[src/logic/pbc_consts.vh]
`ifndef PBC_CONSTS_VH
`define PBC_CONSTS_VH

// ----------------------------------------
// clock and time base
// ----------------------------------------
`define PBC_CLK_HZ 100000000
`define PBC_MS_PER_S 1000
`define PBC_US_PER_S 1000000
`define PBC_DISCHARGE_US 30

// ----------------------------------------
// debounce times, ms
// ----------------------------------------
`define PBC_DBNC_RISE_MS 10'h020
`define PBC_DBNC_32_MS 10'h020
`define PBC_DBNC_125_MS 10'h07D
`define PBC_DBNC_750_MS 10'h2EE

// ----------------------------------------
// hold and long-press times, ms
// ----------------------------------------
`define PBC_HOLD_1S_MS 14'h03E8
`define PBC_HOLD_2S_MS 14'h07D0
`define PBC_HOLD_3S_MS 14'h0BB8
`define PBC_HOLD_4S_MS 14'h0FA0
`define PBC_HOLD_8S_MS 14'h1F40
`define PBC_HOLD_16S_MS 14'h3E80
`define PBC_HOLD_MAX 14'h3FFF

// ----------------------------------------
// register offsets
// ----------------------------------------
`define PBC_ADDR_IRQ_STATUS 8'h00
`define PBC_ADDR_IRQ_MASK 8'h04
`define PBC_ADDR_SENSE 8'h08
`define PBC_ADDR_CTRL 8'h0C

// ----------------------------------------
// field positions and reset values
// ----------------------------------------
`define PBC_IRQ_PRESS 0
`define PBC_IRQ_RELEASE 1
`define PBC_IRQ_HOLD_BASE 2
`define PBC_IRQ_WIDTH 7
`define PBC_MASK_RESET 7'h7F
`define PBC_SENSE_BIT 0
`define PBC_SENSE_MODE 1
`define PBC_CTRL_DBNC_LO 0
`define PBC_CTRL_DELAY_LO 2
`define PBC_CTRL_RSTSEL 4
`define PBC_RSTSEL_RESET 1'h0

`endif

[src/logic/pbc_power_button_controller.v]
`timescale 1ns/1ps
`include "pbc_consts.vh"

// Behaviour
// - level mode: pin low keeps device off
// - level mode: power-on only while pin high
// - button mode: pin is push button, low pressed
// - sense bit is inverse of pin
// - debounce: rise 32ms, fall per select
// - debounce select loaded from default at reset
// - system-off: debounced press starts power-on event
// - system-on: debounced press sets press latch
// - system-on: debounced release sets release latch
// - hold latches at 1,2,3,4,8 seconds
// - long press with reset select forces reset
// - reset: power down, wait 30us, power up
// - long press without reset select turns off
// - delay select loaded from default at reset
// - latches sticky, cleared by writing one
// - unmasked set latch pulls irq output low
module pbc_power_button_controller #(
  parameter MS_CYCLES = `PBC_CLK_HZ / `PBC_MS_PER_S
)(
  input wire sys_clk,
  input wire resetn,
  input wire clkEn,
  input wire psel,
  input wire penable,
  input wire pwrite,
  input wire [7:0] paddr,
  input wire [31:0] pwdata,
  output reg [31:0] prdata,
  output reg pready,
  output reg pslverr,
  input wire powerButtonIn,
  input wire buttonModeSelect,
  input wire [1:0] defaultDebounceSelect,
  input wire [1:0] defaultLongPressDelay,
  input wire systemOn,
  input wire powerDownDone,
  output reg powerOnReq,
  output reg offHold,
  output reg turnOffReq,
  output reg powerDownReq,
  output reg powerUpReq,
  output reg irqOutN
);

  localparam DISCH_CYCLES =
    `PBC_DISCHARGE_US * (`PBC_CLK_HZ / `PBC_US_PER_S);

  localparam S_IDLE = 2'h0;
  localparam S_PDOWN = 2'h1;
  localparam S_DISCH = 2'h2;
  localparam S_PUP = 2'h3;

  // ----------------------------------------
  // state
  // ----------------------------------------
  reg [16:0] msCnt_ff;
  reg msTick_ff;
  reg dbLevel_ff;
  reg [9:0] dbCnt_ff;
  reg [13:0] holdCnt_ff;
  reg [6:0] irqStatus_ff;
  reg [6:0] irqMask_ff;
  reg [1:0] debounceSelect_ff;
  reg [1:0] longPressDelaySelect_ff;
  reg longPressResetSelect_ff;
  reg [1:0] seq_ff;
  reg [11:0] dischCnt_ff;

  reg [1:0] nxt_seq;
  reg [9:0] dbThr;
  reg [13:0] delayThr;
  reg [31:0] rdData;
  reg rdErr;

  wire [6:0] holdHit;
  wire [6:0] irqSet;
  wire [6:0] irqClr;
  wire [9:0] dbCntInc;
  wire [13:0] holdInc;
  wire dbFall;
  wire dbRise;
  wire pressed;
  wire longPress;
  wire apbAccess;
  wire apbCommit;

  // ----------------------------------------
  // millisecond time base
  // ----------------------------------------
  always @(posedge sys_clk)
  begin
    if (!resetn)
    begin
      msCnt_ff <= 17'h00000;
      msTick_ff <= 1'b0;
    end
    else if (clkEn)
    begin
      msTick_ff <= (msCnt_ff == MS_CYCLES - 1);
      if (msCnt_ff == MS_CYCLES - 1)
        msCnt_ff <= 17'h00000;
      else
        msCnt_ff <= msCnt_ff + 17'h00001;
    end
  end

  // ----------------------------------------
  // debounce
  // ----------------------------------------
  always @*
  begin
    case (debounceSelect_ff)
      2'h2: dbThr = `PBC_DBNC_125_MS;
      2'h3: dbThr = `PBC_DBNC_750_MS;
      default: dbThr = `PBC_DBNC_32_MS;
    endcase
    if (dbLevel_ff == 1'b0)
      dbThr = `PBC_DBNC_RISE_MS;
  end

  assign dbCntInc = dbCnt_ff + 10'h001;
  assign dbFall = msTick_ff && dbLevel_ff && !powerButtonIn &&
    dbCntInc == dbThr;
  assign dbRise = msTick_ff && !dbLevel_ff && powerButtonIn &&
    dbCntInc == dbThr;

  always @(posedge sys_clk)
  begin
    if (!resetn)
    begin
      dbLevel_ff <= 1'b1;
      dbCnt_ff <= 10'h000;
    end
    else if (clkEn)
    begin
      // a bounce back to the settled level restarts the window
      if (powerButtonIn == dbLevel_ff)
        dbCnt_ff <= 10'h000;
      else if (dbFall || dbRise)
      begin
        dbCnt_ff <= 10'h000;
        dbLevel_ff <= powerButtonIn;
      end
      else if (msTick_ff)
        dbCnt_ff <= dbCntInc;
    end
  end

  // ----------------------------------------
  // hold timer
  // ----------------------------------------
  // level mode has no filter, so the raw pin is timed there
  assign pressed = buttonModeSelect ? !dbLevel_ff : !powerButtonIn;
  assign holdInc = holdCnt_ff + 14'h0001;

  always @(posedge sys_clk)
  begin
    if (!resetn)
      holdCnt_ff <= 14'h0000;
    else if (clkEn)
    begin
      if (!pressed)
        holdCnt_ff <= 14'h0000;
      else if (msTick_ff && holdCnt_ff != `PBC_HOLD_MAX)
        holdCnt_ff <= holdInc;
    end
  end

  genvar gi;
  generate
    for (gi = 0; gi < 5; gi = gi + 1)
    begin : g_hold
      localparam [13:0] THR = (gi == 0) ? `PBC_HOLD_1S_MS :
        (gi == 1) ? `PBC_HOLD_2S_MS :
        (gi == 2) ? `PBC_HOLD_3S_MS :
        (gi == 3) ? `PBC_HOLD_4S_MS : `PBC_HOLD_8S_MS;
      // equality on the step fires once per press
      assign holdHit[`PBC_IRQ_HOLD_BASE + gi] = pressed && msTick_ff &&
        holdCnt_ff != `PBC_HOLD_MAX && holdInc == THR;
    end
  endgenerate

  assign holdHit[1:0] = 2'b00;

  always @*
  begin
    case (longPressDelaySelect_ff)
      2'h0: delayThr = `PBC_HOLD_2S_MS;
      2'h1: delayThr = `PBC_HOLD_4S_MS;
      2'h2: delayThr = `PBC_HOLD_8S_MS;
      default: delayThr = `PBC_HOLD_16S_MS;
    endcase
  end

  // long press only acts in system-on; in off modes a held
  // button must not restart or turn off a device already off
  assign longPress = pressed && msTick_ff && systemOn &&
    holdCnt_ff != `PBC_HOLD_MAX && holdInc == delayThr;

  // ----------------------------------------
  // interrupt latches
  // ----------------------------------------
  assign irqSet[`PBC_IRQ_PRESS] = buttonModeSelect && systemOn && dbFall;
  assign irqSet[`PBC_IRQ_RELEASE] = buttonModeSelect && systemOn && dbRise;
  assign irqSet[6:2] = holdHit[6:2];

  // clears act only at the completing handshake edge
  assign apbAccess = psel && penable && !pready;
  assign apbCommit = psel && penable && pready;
  assign irqClr = (apbCommit && pwrite && paddr == `PBC_ADDR_IRQ_STATUS) ?
    pwdata[6:0] : 7'h00;

  // ----------------------------------------
  // reset sequencer
  // ----------------------------------------
  // the power-down itself lives outside this block; we only
  // request it and wait for the done flag, so a stuck done
  // input parks the sequencer in the power-down state
  always @*
  begin
    nxt_seq = seq_ff;
    case (seq_ff)
      S_IDLE:
        if (longPress && longPressResetSelect_ff)
          nxt_seq = S_PDOWN;
      S_PDOWN:
        if (powerDownDone)
          nxt_seq = S_DISCH;
      S_DISCH:
        if (dischCnt_ff == DISCH_CYCLES - 1)
          nxt_seq = S_PUP;
      S_PUP:
        nxt_seq = S_IDLE;
      default:
        nxt_seq = S_IDLE;
    endcase
  end

  // ----------------------------------------
  // register read mux
  // ----------------------------------------
  always @*
  begin
    rdData = 32'h00000000;
    rdErr = 1'b0;
    case (paddr)
      `PBC_ADDR_IRQ_STATUS: rdData[6:0] = irqStatus_ff;
      `PBC_ADDR_IRQ_MASK: rdData[6:0] = irqMask_ff;
      `PBC_ADDR_SENSE:
      begin
        rdData[`PBC_SENSE_BIT] = !powerButtonIn;
        rdData[`PBC_SENSE_MODE] = buttonModeSelect;
      end
      `PBC_ADDR_CTRL:
      begin
        rdData[1:0] = debounceSelect_ff;
        rdData[3:2] = longPressDelaySelect_ff;
        rdData[`PBC_CTRL_RSTSEL] = longPressResetSelect_ff;
      end
      default: rdErr = 1'b1;
    endcase
  end

  // ----------------------------------------
  // registers, bus and outputs
  // ----------------------------------------
  always @(posedge sys_clk)
  begin
    if (!resetn)
    begin
      prdata <= 32'h00000000;
      pready <= 1'b0;
      pslverr <= 1'b0;
      irqStatus_ff <= 7'h00;
      irqMask_ff <= `PBC_MASK_RESET;
      // synchronous reset, so loading the strap inputs is safe
      debounceSelect_ff <= defaultDebounceSelect;
      longPressDelaySelect_ff <= defaultLongPressDelay;
      longPressResetSelect_ff <= `PBC_RSTSEL_RESET;
      seq_ff <= S_IDLE;
      dischCnt_ff <= 12'h000;
      powerOnReq <= 1'b0;
      offHold <= 1'b0;
      turnOffReq <= 1'b0;
      powerDownReq <= 1'b0;
      powerUpReq <= 1'b0;
      irqOutN <= 1'b1;
    end
    else if (clkEn)
    begin
      // one wait state: answer is registered, write lands on handshake
      pready <= apbAccess;
      if (apbAccess)
      begin
        prdata <= pwrite ? 32'h00000000 : rdData;
        pslverr <= rdErr;
      end
      if (apbCommit && pwrite)
      begin
        if (paddr == `PBC_ADDR_IRQ_MASK)
          irqMask_ff <= pwdata[6:0];
        if (paddr == `PBC_ADDR_CTRL)
        begin
          debounceSelect_ff <= pwdata[1:0];
          longPressDelaySelect_ff <= pwdata[3:2];
          longPressResetSelect_ff <= pwdata[`PBC_CTRL_RSTSEL];
        end
      end
      // set wins over a same-cycle clear
      irqStatus_ff <= (irqStatus_ff & ~irqClr) | irqSet;
      irqOutN <= ~|(irqStatus_ff & ~irqMask_ff);

      seq_ff <= nxt_seq;
      if (seq_ff == S_DISCH)
        dischCnt_ff <= dischCnt_ff + 12'h001;
      else
        dischCnt_ff <= 12'h000;
      powerDownReq <= (seq_ff == S_IDLE) && (nxt_seq == S_PDOWN);
      powerUpReq <= (seq_ff == S_PUP);
      if (seq_ff == S_PUP)
      begin
        debounceSelect_ff <= defaultDebounceSelect;
        longPressDelaySelect_ff <= defaultLongPressDelay;
        longPressResetSelect_ff <= `PBC_RSTSEL_RESET;
      end
      turnOffReq <= longPress && !longPressResetSelect_ff;

      offHold <= !buttonModeSelect && !powerButtonIn;
      if (!buttonModeSelect)
        powerOnReq <= powerButtonIn && !systemOn;
      else
        powerOnReq <= dbFall && !systemOn;
    end
  end

endmodule

[config.mk]
export PLATFORM = sky130hd
export DESIGN_NAME = pbc_power_button_controller
export DESIGN_NICKNAME = d
export VERILOG_FILES = /design/src/logic/pbc_power_button_controller.v
export VERILOG_INCLUDE_DIRS = /design/src /design/src/logic
export SDC_FILE = /design/constraint.sdc
export NUM_CORES = 1
export LEC_CHECK = 0
export BUFFER_PORTS_ARGS = -buffer_cell sky130_fd_sc_hd__buf_2
export CAP_MARGIN = 20
export CORE_ASPECT_RATIO = 1.5
export CORE_MARGIN = 2
export CORE_UTILIZATION = 50
export CTS_BUF_LIST = sky130_fd_sc_hd__clkbuf_16
export DETAILED_ROUTE_END_ITERATION = 8
export PLACE_DENSITY = 0.72
export SETUP_SLACK_MARGIN = 0.2
export SLEW_MARGIN = 20
export SYNTH_ARGS = -nofsm -noshare
export SYNTH_HDL_FRONTEND = slang
export SYNTH_SLANG_ARGS = --single-unit
[constraint.sdc]
create_clock -name sys_clk -period 4 [get_ports sys_clk]
set_clock_uncertainty 0.1 [all_clocks]
set_input_delay 0.2 -clock sys_clk [delete_from_list [all_inputs] [get_ports sys_clk]]
set_output_delay 0.2 -clock sys_clk [all_outputs]
set_load 0.005 [all_outputs]
### After elaboration in Yosys (flattened, before gate mapping)

Cells that the tools add are included.

| word-level totals | value |
|---|---|
| flip-flop bits (word level) | 116 |
| input bits | 54 |

| operators by class | value |
|---|---|
| add/sub/neg operators | 4 |
| muxes and demuxes | 35 |
| reductions and logical operators | 54 |
| equal/unequal tests | 26 |
| bitwise gates (word level) | 6 |

Operator list:

| kind | count |
|---|---|
| 14-bit case mux with 3 select lines | 1 |
| 10-bit 2-to-1 mux | 4 |
| 1-bit logical AND | 31 |
| 14-bit by 12-bit == test with 1-bit output, second input constant | 2 |
| 14-bit 2-to-1 mux | 2 |
| 2-bit 2-to-1 mux | 13 |
| 10-bit case mux with 2 select lines | 1 |
| 17-bit by 1-bit adder with 17-bit output, second input constant | 1 |
| 17-bit == test, second input constant | 1 |
| 17-bit 2-to-1 mux | 1 |
| 8-bit by 4-bit == test with 1-bit output, second input constant | 2 |
| 2-bit case mux with 4 select lines | 2 |
| 14-bit by 1-bit adder with 14-bit output, second input constant | 1 |
| 7-bit bitwise AND | 2 |
| 14-bit by 10-bit == test with 1-bit output, second input constant | 1 |
| 14-bit by 11-bit == test with 1-bit output, second input constant | 1 |
| 14-bit by 13-bit == test with 1-bit output, second input constant | 1 |
| 14-bit == test | 1 |
| 7-bit 2-to-1 mux | 2 |
| 14-bit != test, second input constant | 1 |
| 7-bit NOT | 2 |
| 12-bit by 1-bit adder with 12-bit output, second input constant | 1 |
| 12-bit == test, second input constant | 1 |
| 12-bit 2-to-1 mux | 1 |
| other kinds (23) | 49 |

### Longest topological paths before layout

Gate-level depths: netlist (run 1).

| logic depth | value |
|---|---|
| depth after elaboration | 11 |
| mapped depth | 10 |

### Least setup slack after synthesis (run 1)

Ideal clock, no wire load.

| timing | value |
|---|---|
| kind | reg-to-reg |
| start point | reg dbCnt_ff[0] |
| end point | reg dbCnt_ff[9] |
| path buffers | 0 |
| stages on the path, launching flop included | 9 |
| arrival | 2540 ps |
| period minus slack after synthesis | 2754 ps |
| setup slack | 1246 ps |
| data required time | 3785 ps |
| cell sequence | dfxtp_1 ha_1 nand3_2 or4_1 and3_1 o31a_1 o41ai_4 o21ai_1 o21a_1 |

| on the way | value |
|---|---|
| cells in the longest elaborated chain, start to end | 6 |

RTL lines:

| what | RTL line | text |
|---|---|---|
| from (decl) | pbc_power_button_controller.v:63 | `reg [9:0] dbCnt_ff;` |
| from (signal assigned) | pbc_power_button_controller.v:149 | `dbCnt_ff <= dbCntInc;` |
| 10-bit by 1-bit adder with 10-bit output (*) | pbc_power_button_controller.v:125 | `assign dbCntInc = dbCnt_ff + 10'h001;` |
| 10-bit == test | pbc_power_button_controller.v:127, pbc_power_button_controller.v:129 |  |
| 1-bit logical AND, on equally long branches | pbc_power_button_controller.v:126, pbc_power_button_controller.v:128 |  |
| 1-bit logical OR | pbc_power_button_controller.v:143 | `else if (dbFall \|\| dbRise)` |
| 3-bit nonzero test (no line) or 10-bit 2-to-1 mux (tied branches) | - |  |
| 2-bit AND reduction (no line) or 10-bit 2-to-1 mux (tied branches) | - |  |

Every way passes the cells marked *; elsewhere a longest branch is shown, timed or not. The select of a mux whose other input is x is not followed.
A chain may end at the register's enable or synchronous reset.

### Final worst setup path (run 1)

| timing | value |
|---|---|
| start point | reg holdCnt_ff[0] |
| end point | reg powerDownReq |

| on the way | value |
|---|---|
| cells in the longest elaborated chain, start to end | 8 |

RTL lines:

| what | RTL line | text |
|---|---|---|
| from (decl) | pbc_power_button_controller.v:64 | `reg [13:0] holdCnt_ff;` |
| from (signal assigned) | pbc_power_button_controller.v:169 | `holdCnt_ff <= holdInc;` |
| 14-bit by 1-bit adder with 14-bit output or 14-bit != test (tied branches) | - |  |
| 14-bit == test or 1-bit logical AND (tied branches) | - |  |
| 1-bit logical AND (*) | pbc_power_button_controller.v:201 | `assign longPress = pressed && msTick_ff && systemOn &&` |
| 1-bit logical AND (*) | pbc_power_button_controller.v:228 | `if (longPress && longPressResetSelect_ff)` |
| 2-bit 2-to-1 mux (*) | pbc_power_button_controller.v:228 |  |
| 2-bit case mux with 4 select lines (*) | pbc_power_button_controller.v:226 | `case (seq_ff)` |
| 2-bit by 1-bit == test with 1-bit output (*) | pbc_power_button_controller.v:322 | `powerDownReq <= (seq_ff == S_IDLE) && (nxt_seq == S_PDOWN);` |
| 1-bit logical AND (*) | pbc_power_button_controller.v:322 |  |
| to (signal assigned) | pbc_power_button_controller.v:322 |  |
| to (decl) | pbc_power_button_controller.v:44 | `output reg powerDownReq,` |

Every way passes the cells marked *; elsewhere a longest branch is shown, timed or not.

==> out/metrics.cfg, run 1 <==
[status]
status = complete, no violations

[global_route]
use_met3_pct = 3.27
use_met1_pct = 27.9
grt_max_degree = 41
grt_overflow = 0
grt_pass1_wl_microns = 21200
use_met2_pct = 37.5
grt.total_usage_pct = 22.4
antenna_found_initial = 0
grt_pass1_vias = 4588
busiest_layer = met2

[final_layout]
drive_above_1_share_pct = 11.3
nNetsFinal = 752
final_common_cell = dfxtp_1
syn_to_final_growth_pct = 8.43
instances_no_fill = 841
final_area_sq_um = 5870
layout_common_cells = 87 x dfxtp_1, 74 x nand2_1, 59 x nor2_1, 43 x buf_2, 33 x nand3_1
fin_util_pct = 55.5
antenna_cells = 0

[pwr]
combinationalPowerShare_pct = 6.9
power_density_nw_per_um2 = 313
power.switching_uw = 449
seqPwrFrac_pct = 50.7
p_int_uw = 1390
power_frac_clock_pct = 42.4
leakage_uw = 0.00208
ir_drop_mv = 0.212
p_sw_share_pct = 24.4

[synthesis]
synth-edff-count = 4
avgSynthCellArea_sq_um = 8.06
async_flop_share_pct = 0
synth_top_cell_by_area = dfxtp_1
synth.yosys.warnings = 0
ys_top_cells_by_area = dfxtp_1 32%, nand2_1 5.1%, xnor2_1 4.4%
synth.top_cell.area_share_pct = 32.2
ys_types = 69
netlist_area_sq_um = 5420
ys_seq_elements = 91
synth_flop_cell = dfxtp_1
syn_inst = 672
yosysSeqAreaShare_pct = 34.4

[route]
vias = 4713
drcViolationCount = 0
totalWireLength_microns = 12600
dr.pass1.iters = 5
via_per_inst = 5.60
drtIter0Drc = 245
postRouteAntennaNets = 0
drt-wirelength-per-cell_microns = 15.0

[worst_setup_path]
arrival_ps = 3400
critical_path_required_ps = 4170
cpMostUsedCell = nand3_1
cp-start-kind = flop
critPathTopFamily = compound AO/OA/AOI/OAI gates
slowest_delay_ps = 650
slowest_stage = a2111oi_0
path_cells = ha_1 -> nand3_1 -> xor2_1 -> nand3_1 -> mux2_2 -> a2111oi_0 -> nand4_1 -> o21ai_0
critical_path_class = flop to flop
end_kind = flop
crit_buf_inv = 0
cp_max_fo = 14

[clock_tree]
postCtsHoldBufs = 0
path_clk_slew_ps = 70
insertion_delay_ps = 340
cts_buffer_depth = 2
cts_setup_buffers = 0
htreeDepth = 3
cts-root-buf = clkbuf_16
cts_sinks = 91
cts_tree = done
cts-resized-gates = 0
cts_made_buffers = 9

[die]
start_util_pct = 51.1
die-area_sq_um = 11700
core.rowCount = 46
die_w_microns = 89.0
ios = 94
die_h_microns = 131
core-area_sq_um = 10600

[placed_design]
placed_cells = 825
placed_cell_area_sq_um = 5600
place.gp.congestion = 0.914
hpwl_microns = 9230
numPortBuffers = 43

[sta]
max_slew_margin_pct = 39.8
rsz0062_at_grt = false
fmax_ghz = 0.309
finalSetupViolations = 0
fin_crit_sh_pct = 80.8
tightest_slew_ps = 900
maxSlewViolCount = 0
finalHoldViolCount = 0
fin_crit_ps = 3230
tns_ps = 0

[flow_run]
max_cap_viol_count = 0

[worst_hold_path]
hp-class = primary input to flop

power by group through the flow:
stage	logic, uW	clock network, uW	registers, uW
2_1_floorplan	108	0	947
3_3_place_gp	123	0	952
3_5_place_dp	126	0	952
5_1_grt	143	833	933
4_1_cts	126	795	932
6_report	128	780	932
stage by stage:
stage          total power, uW  hold WS [ps]  worst slack, ps
2_1_floorplan             1050           229             1250
3_3_place_gp              1080           329              805
3_5_place_dp              1080           358              751
4_1_cts                   1850         0.990              734
5_1_grt                   1910          43.9              398
6_report                  1840          43.0              768
cells in the mapped netlist (6+ instances only):
| library cell | count |
|---|---|
| a22oi_1 | 8 |
| a21oi_1 | 19 |
| nor3b_1 | 6 |
| mux2i_1 | 20 |
| nand4_1 | 20 |
| clkbuf_1 | 30 |
| dfxtp_1 | 87 |
| and2_1 | 8 |
| nor4_1 | 10 |
| nand2b_1 | 7 |
| nand3b_1 | 6 |
| or3_1 | 12 |
| o21ai_0 | 17 |
| nand3_1 | 33 |
| nor2b_1 | 26 |
| inv_1 | 19 |
| xor2_1 | 18 |
| and3_1 | 9 |
| nand2_1 | 74 |
| buf_4 | 25 |
| nor3_1 | 14 |
| xnor2_1 | 27 |
| a21boi_0 | 15 |
| nor2_1 | 59 |
| a21boi_1 | 6 |
flip-flops by register name, summed over array words and instances (netlist names):
name                     flops
irqOutN                      1
msTick_ff                    1
dischCnt_ff                 12
longPressDelaySelect_ff      2
seq_ff                       2
irqStatus_ff                 7
prdata                       7
dbCnt_ff                    10
msCnt_ff                    17
irqMask_ff                   7
dbLevel_ff                   1
debounceSelect_ff            2
powerOnReq                   1
turnOffReq                   1
offHold                      1
powerDownReq                 1
longPressResetSelect_ff      1
pslverr                      1
powerUpReq                   1
holdCnt_ff                  14
pready                       1
final timing paths:
check / start / endpoint / slack (ps) / cells after the start
max: holdCnt_ff[0] / powerDownReq / 770 / 8
min reg2reg: irqStatus_ff[0] / irqStatus_ff[0] / 370 / 2
min: pwdata[6] / irqMask_ff[6] / 40 / 3
max reg2reg: holdCnt_ff[0] / powerDownReq / 770 / 8
tightest hold or removal path, cell delays in order:
cell     delay, ps
buf_2          100
mux2i_1         70
nand2_1         60
layout make-up:
type / count / area (sq um)
timing repair buffer: 49 / 263
inverter: 19 / 71.3
tap: 144 / 180
fill: 1033 / 4720
clock inverter: 6 / 41.3
sequential: 91 / 1860
clock buffer: 9 / 225
multi-input combinational: 523 / 3230
logic make-up (layout without fill, tap and decap cells):
logic type	count (synthesis)	in the layout	synth area share (%)
AO/OA/AOI/OAI	113	113	14.5
XOR/XNOR	45	45	7.28
adder cells (fa/ha/maj)	5	5	1.16
buffers and inverters	82	83	7.65
flip-flops	91	91	34.4
multiplexers	27	27	5.57
other	1	25	0.0692
AND/OR/NAND/NOR	308	308	29.4
routing by layer:
layer | wire (microns) | part of all wire, %
met1 | 5300 | 42
met2 | 6530 | 52
met3 | 385 | 3.1
met4 | 357 | 2.8
met5 | 0 | 0
No activity file was read; power rests on OpenSTA's default activity.
==> run 2, diff against run 1 <==
clock period = 3 ns   (was 4 ns; I/O delays follow)
==> run 2 against run 1 <==
Cell count increased by 2.3%; critical path type unchanged; first-iteration DRC count up 24%; flip-flop and latch count unchanged; hold slack worse by 17 ps; register-to-register slack got worse by 430 ps; critical endpoint unchanged; via count is 3.6% higher; combinational power is 44% higher; sequential share of layout area decreased by 1.3 points; core utilization rose by 2.4 points; global-route usage increased by 0.16 points; die area unchanged; total power rose by 41%.
==> out/metrics.cfg, run 2 (synthesis gave the netlist of run 1 again) <==
[pwr]
leakage_uw = 0.00220
ir_drop_mv = 0.362
power_density_nw_per_um2 = 425

[placed_design]
numPortBuffers = 43
dp_slack_ps = 192
hpwl_microns = 9500
place.gp.congestion = 0.956
placed_cells = 838
placed_cell_area_sq_um = 5690

[route]
drtIter0Drc = 305
drcViolationCount = 0
vias = 4883
totalWireLength_microns = 12900
drt-wirelength-per-cell_microns = 15.0
via_per_inst = 5.68
postRouteAntennaNets = 0
dr.pass1.iters = 5

[final_layout]
nNetsFinal = 771
layout_common_cells = 87 x dfxtp_1, 74 x nand2_1, 59 x nor2_1, 43 x buf_2, 33 x nand3_1
largest_reg_flops = 17
drive_above_1_share_pct = 14.1
top_register = msCnt_ff
final_common_cell = dfxtp_1
instances_no_fill = 860
nFillCells = 995
final_area_sq_um = 6130
syn_to_final_growth_pct = 13.1
antenna_cells = 0
largestRegisters = msCnt_ff: 17 flops, holdCnt_ff: 14 flops, dischCnt_ff: 12 flops

[clock_tree]
path_clk_slew_ps = 70
cts_tree = done
cts_made_buffers = 9
cts_sinks = 91
insertion_delay_ps = 340
htreeDepth = 3
cts_buffer_depth = 2
cts-root-buf = clkbuf_16
cts_setup_buffers = 0

[worst_hold_path]
hp-class = primary input to flop
hold_start = powerDownDone
holdPathEnd = seq_ff[1]
hold_depth = 3

[flow_run]
max_cap_viol_count = 0

[global_route]
grt.total_usage_pct = 22.5
antenna_found_initial = 0
grt_overflow = 0
grt_pass1_wl_microns = 21200
grt_pass1_vias = 4639
grt_max_degree = 47

[worst_setup_path]
r2r_start = holdCnt_ff[1]
critical_path_required_ps = 3160
r2r_end = powerDownReq
rr_worst_depth = 10
cp_max_fo = 13
critical_path_class = flop to flop
arrival_ps = 2830
crit_path_start = holdCnt_ff[1]
ff2ff_setup_slack_ps = 340
end_kind = flop
cp-start-kind = flop

[sta]
fin_crit_sh_pct = 88.8
setup_slack_ps = 337
holdWs_ps = 25.5
tightest_slew_ps = 501
fin_crit_ps = 2660
finalSetupViolations = 0
rsz0062_at_grt = true
tns_ps = 0
fmax_ghz = 0.376
max_slew_margin_pct = 66.5
maxSlewViolCount = 0
finalHoldViolCount = 0

[die]
die_h_microns = 131
ios = 94
die-area_sq_um = 11700
start_util_pct = 51.1
core.rowCount = 46
core-area_sq_um = 10600
die_w_microns = 89.0

[status]
status = complete, no violations

[run 2: timing repair]
| action | in CTS | in global routing |
|---|---|---|
| gates resized for setup | 4 | 8 |
| hold endpoints to repair | 7 | 0 |
| hold buffers | 7 | 0 |
| setup endpoints to repair | 2 | 14 |
[run 2: worst max-delay path, cell delays in order, from the launching register on]
cell and delay (ps):
dfxtp_1 370, ha_1 230, buf_4 180, or3_1 380, a211o_1 300, nand3_1 70
nand4_1 100, a2111oi_2 330, buf_4 180, nand4_1 160, o21ai_0 200
[run 2: final cells by class]
class | instances | area, sq um | share of cell area (%)
multi-input combinational | 523 | 3280 | 53.6
sequential | 91 | 1860 | 30.4
timing repair buffer | 68 | 420 | 6.86
clock buffer | 10 | 250 | 4.08
tap | 144 | 180 | 2.94
inverter | 19 | 71.3 | 1.16
clock inverter | 5 | 58.8 | 0.960
[run 2: worst max-delay path by stage]
stage                     slack (ps)           end
after detailed placement         190  powerDownReq
after global routing             170  powerDownReq
after floorplan                  250   dbCnt_ff[9]
final                            340  powerDownReq
after global placement           240  powerDownReq
after CTS                        200  powerDownReq
[run 2: per-layer routing]
metal | vias to the layer above | share of wire, % | GRT usage (%)
met5 | - | 0 | 0
met4 | 0 | 3.0 | 9.78
met3 | 39 | 3.8 | 3.71
met2 | 152 | 53 | 39.5
met1 | 2304 | 40 | 26.2
li1 | 2388 | - | -
[run 2: power breakdown]
part / switching (uW) / total [uW] / internal (uW)
clock: 481 / 1180 / 695
combinational: 107 / 184 / 76.5
sequential: 13.4 / 1240 / 1230
[run 2: through the flow]
stage          power [uW]  util [%]
2_1_floorplan        1410         -
3_3_place_gp         1440      53.8
3_5_place_dp         1440      53.8
4_1_cts              2620      57.5
5_1_grt              2700      57.9
6_report             2600      57.9
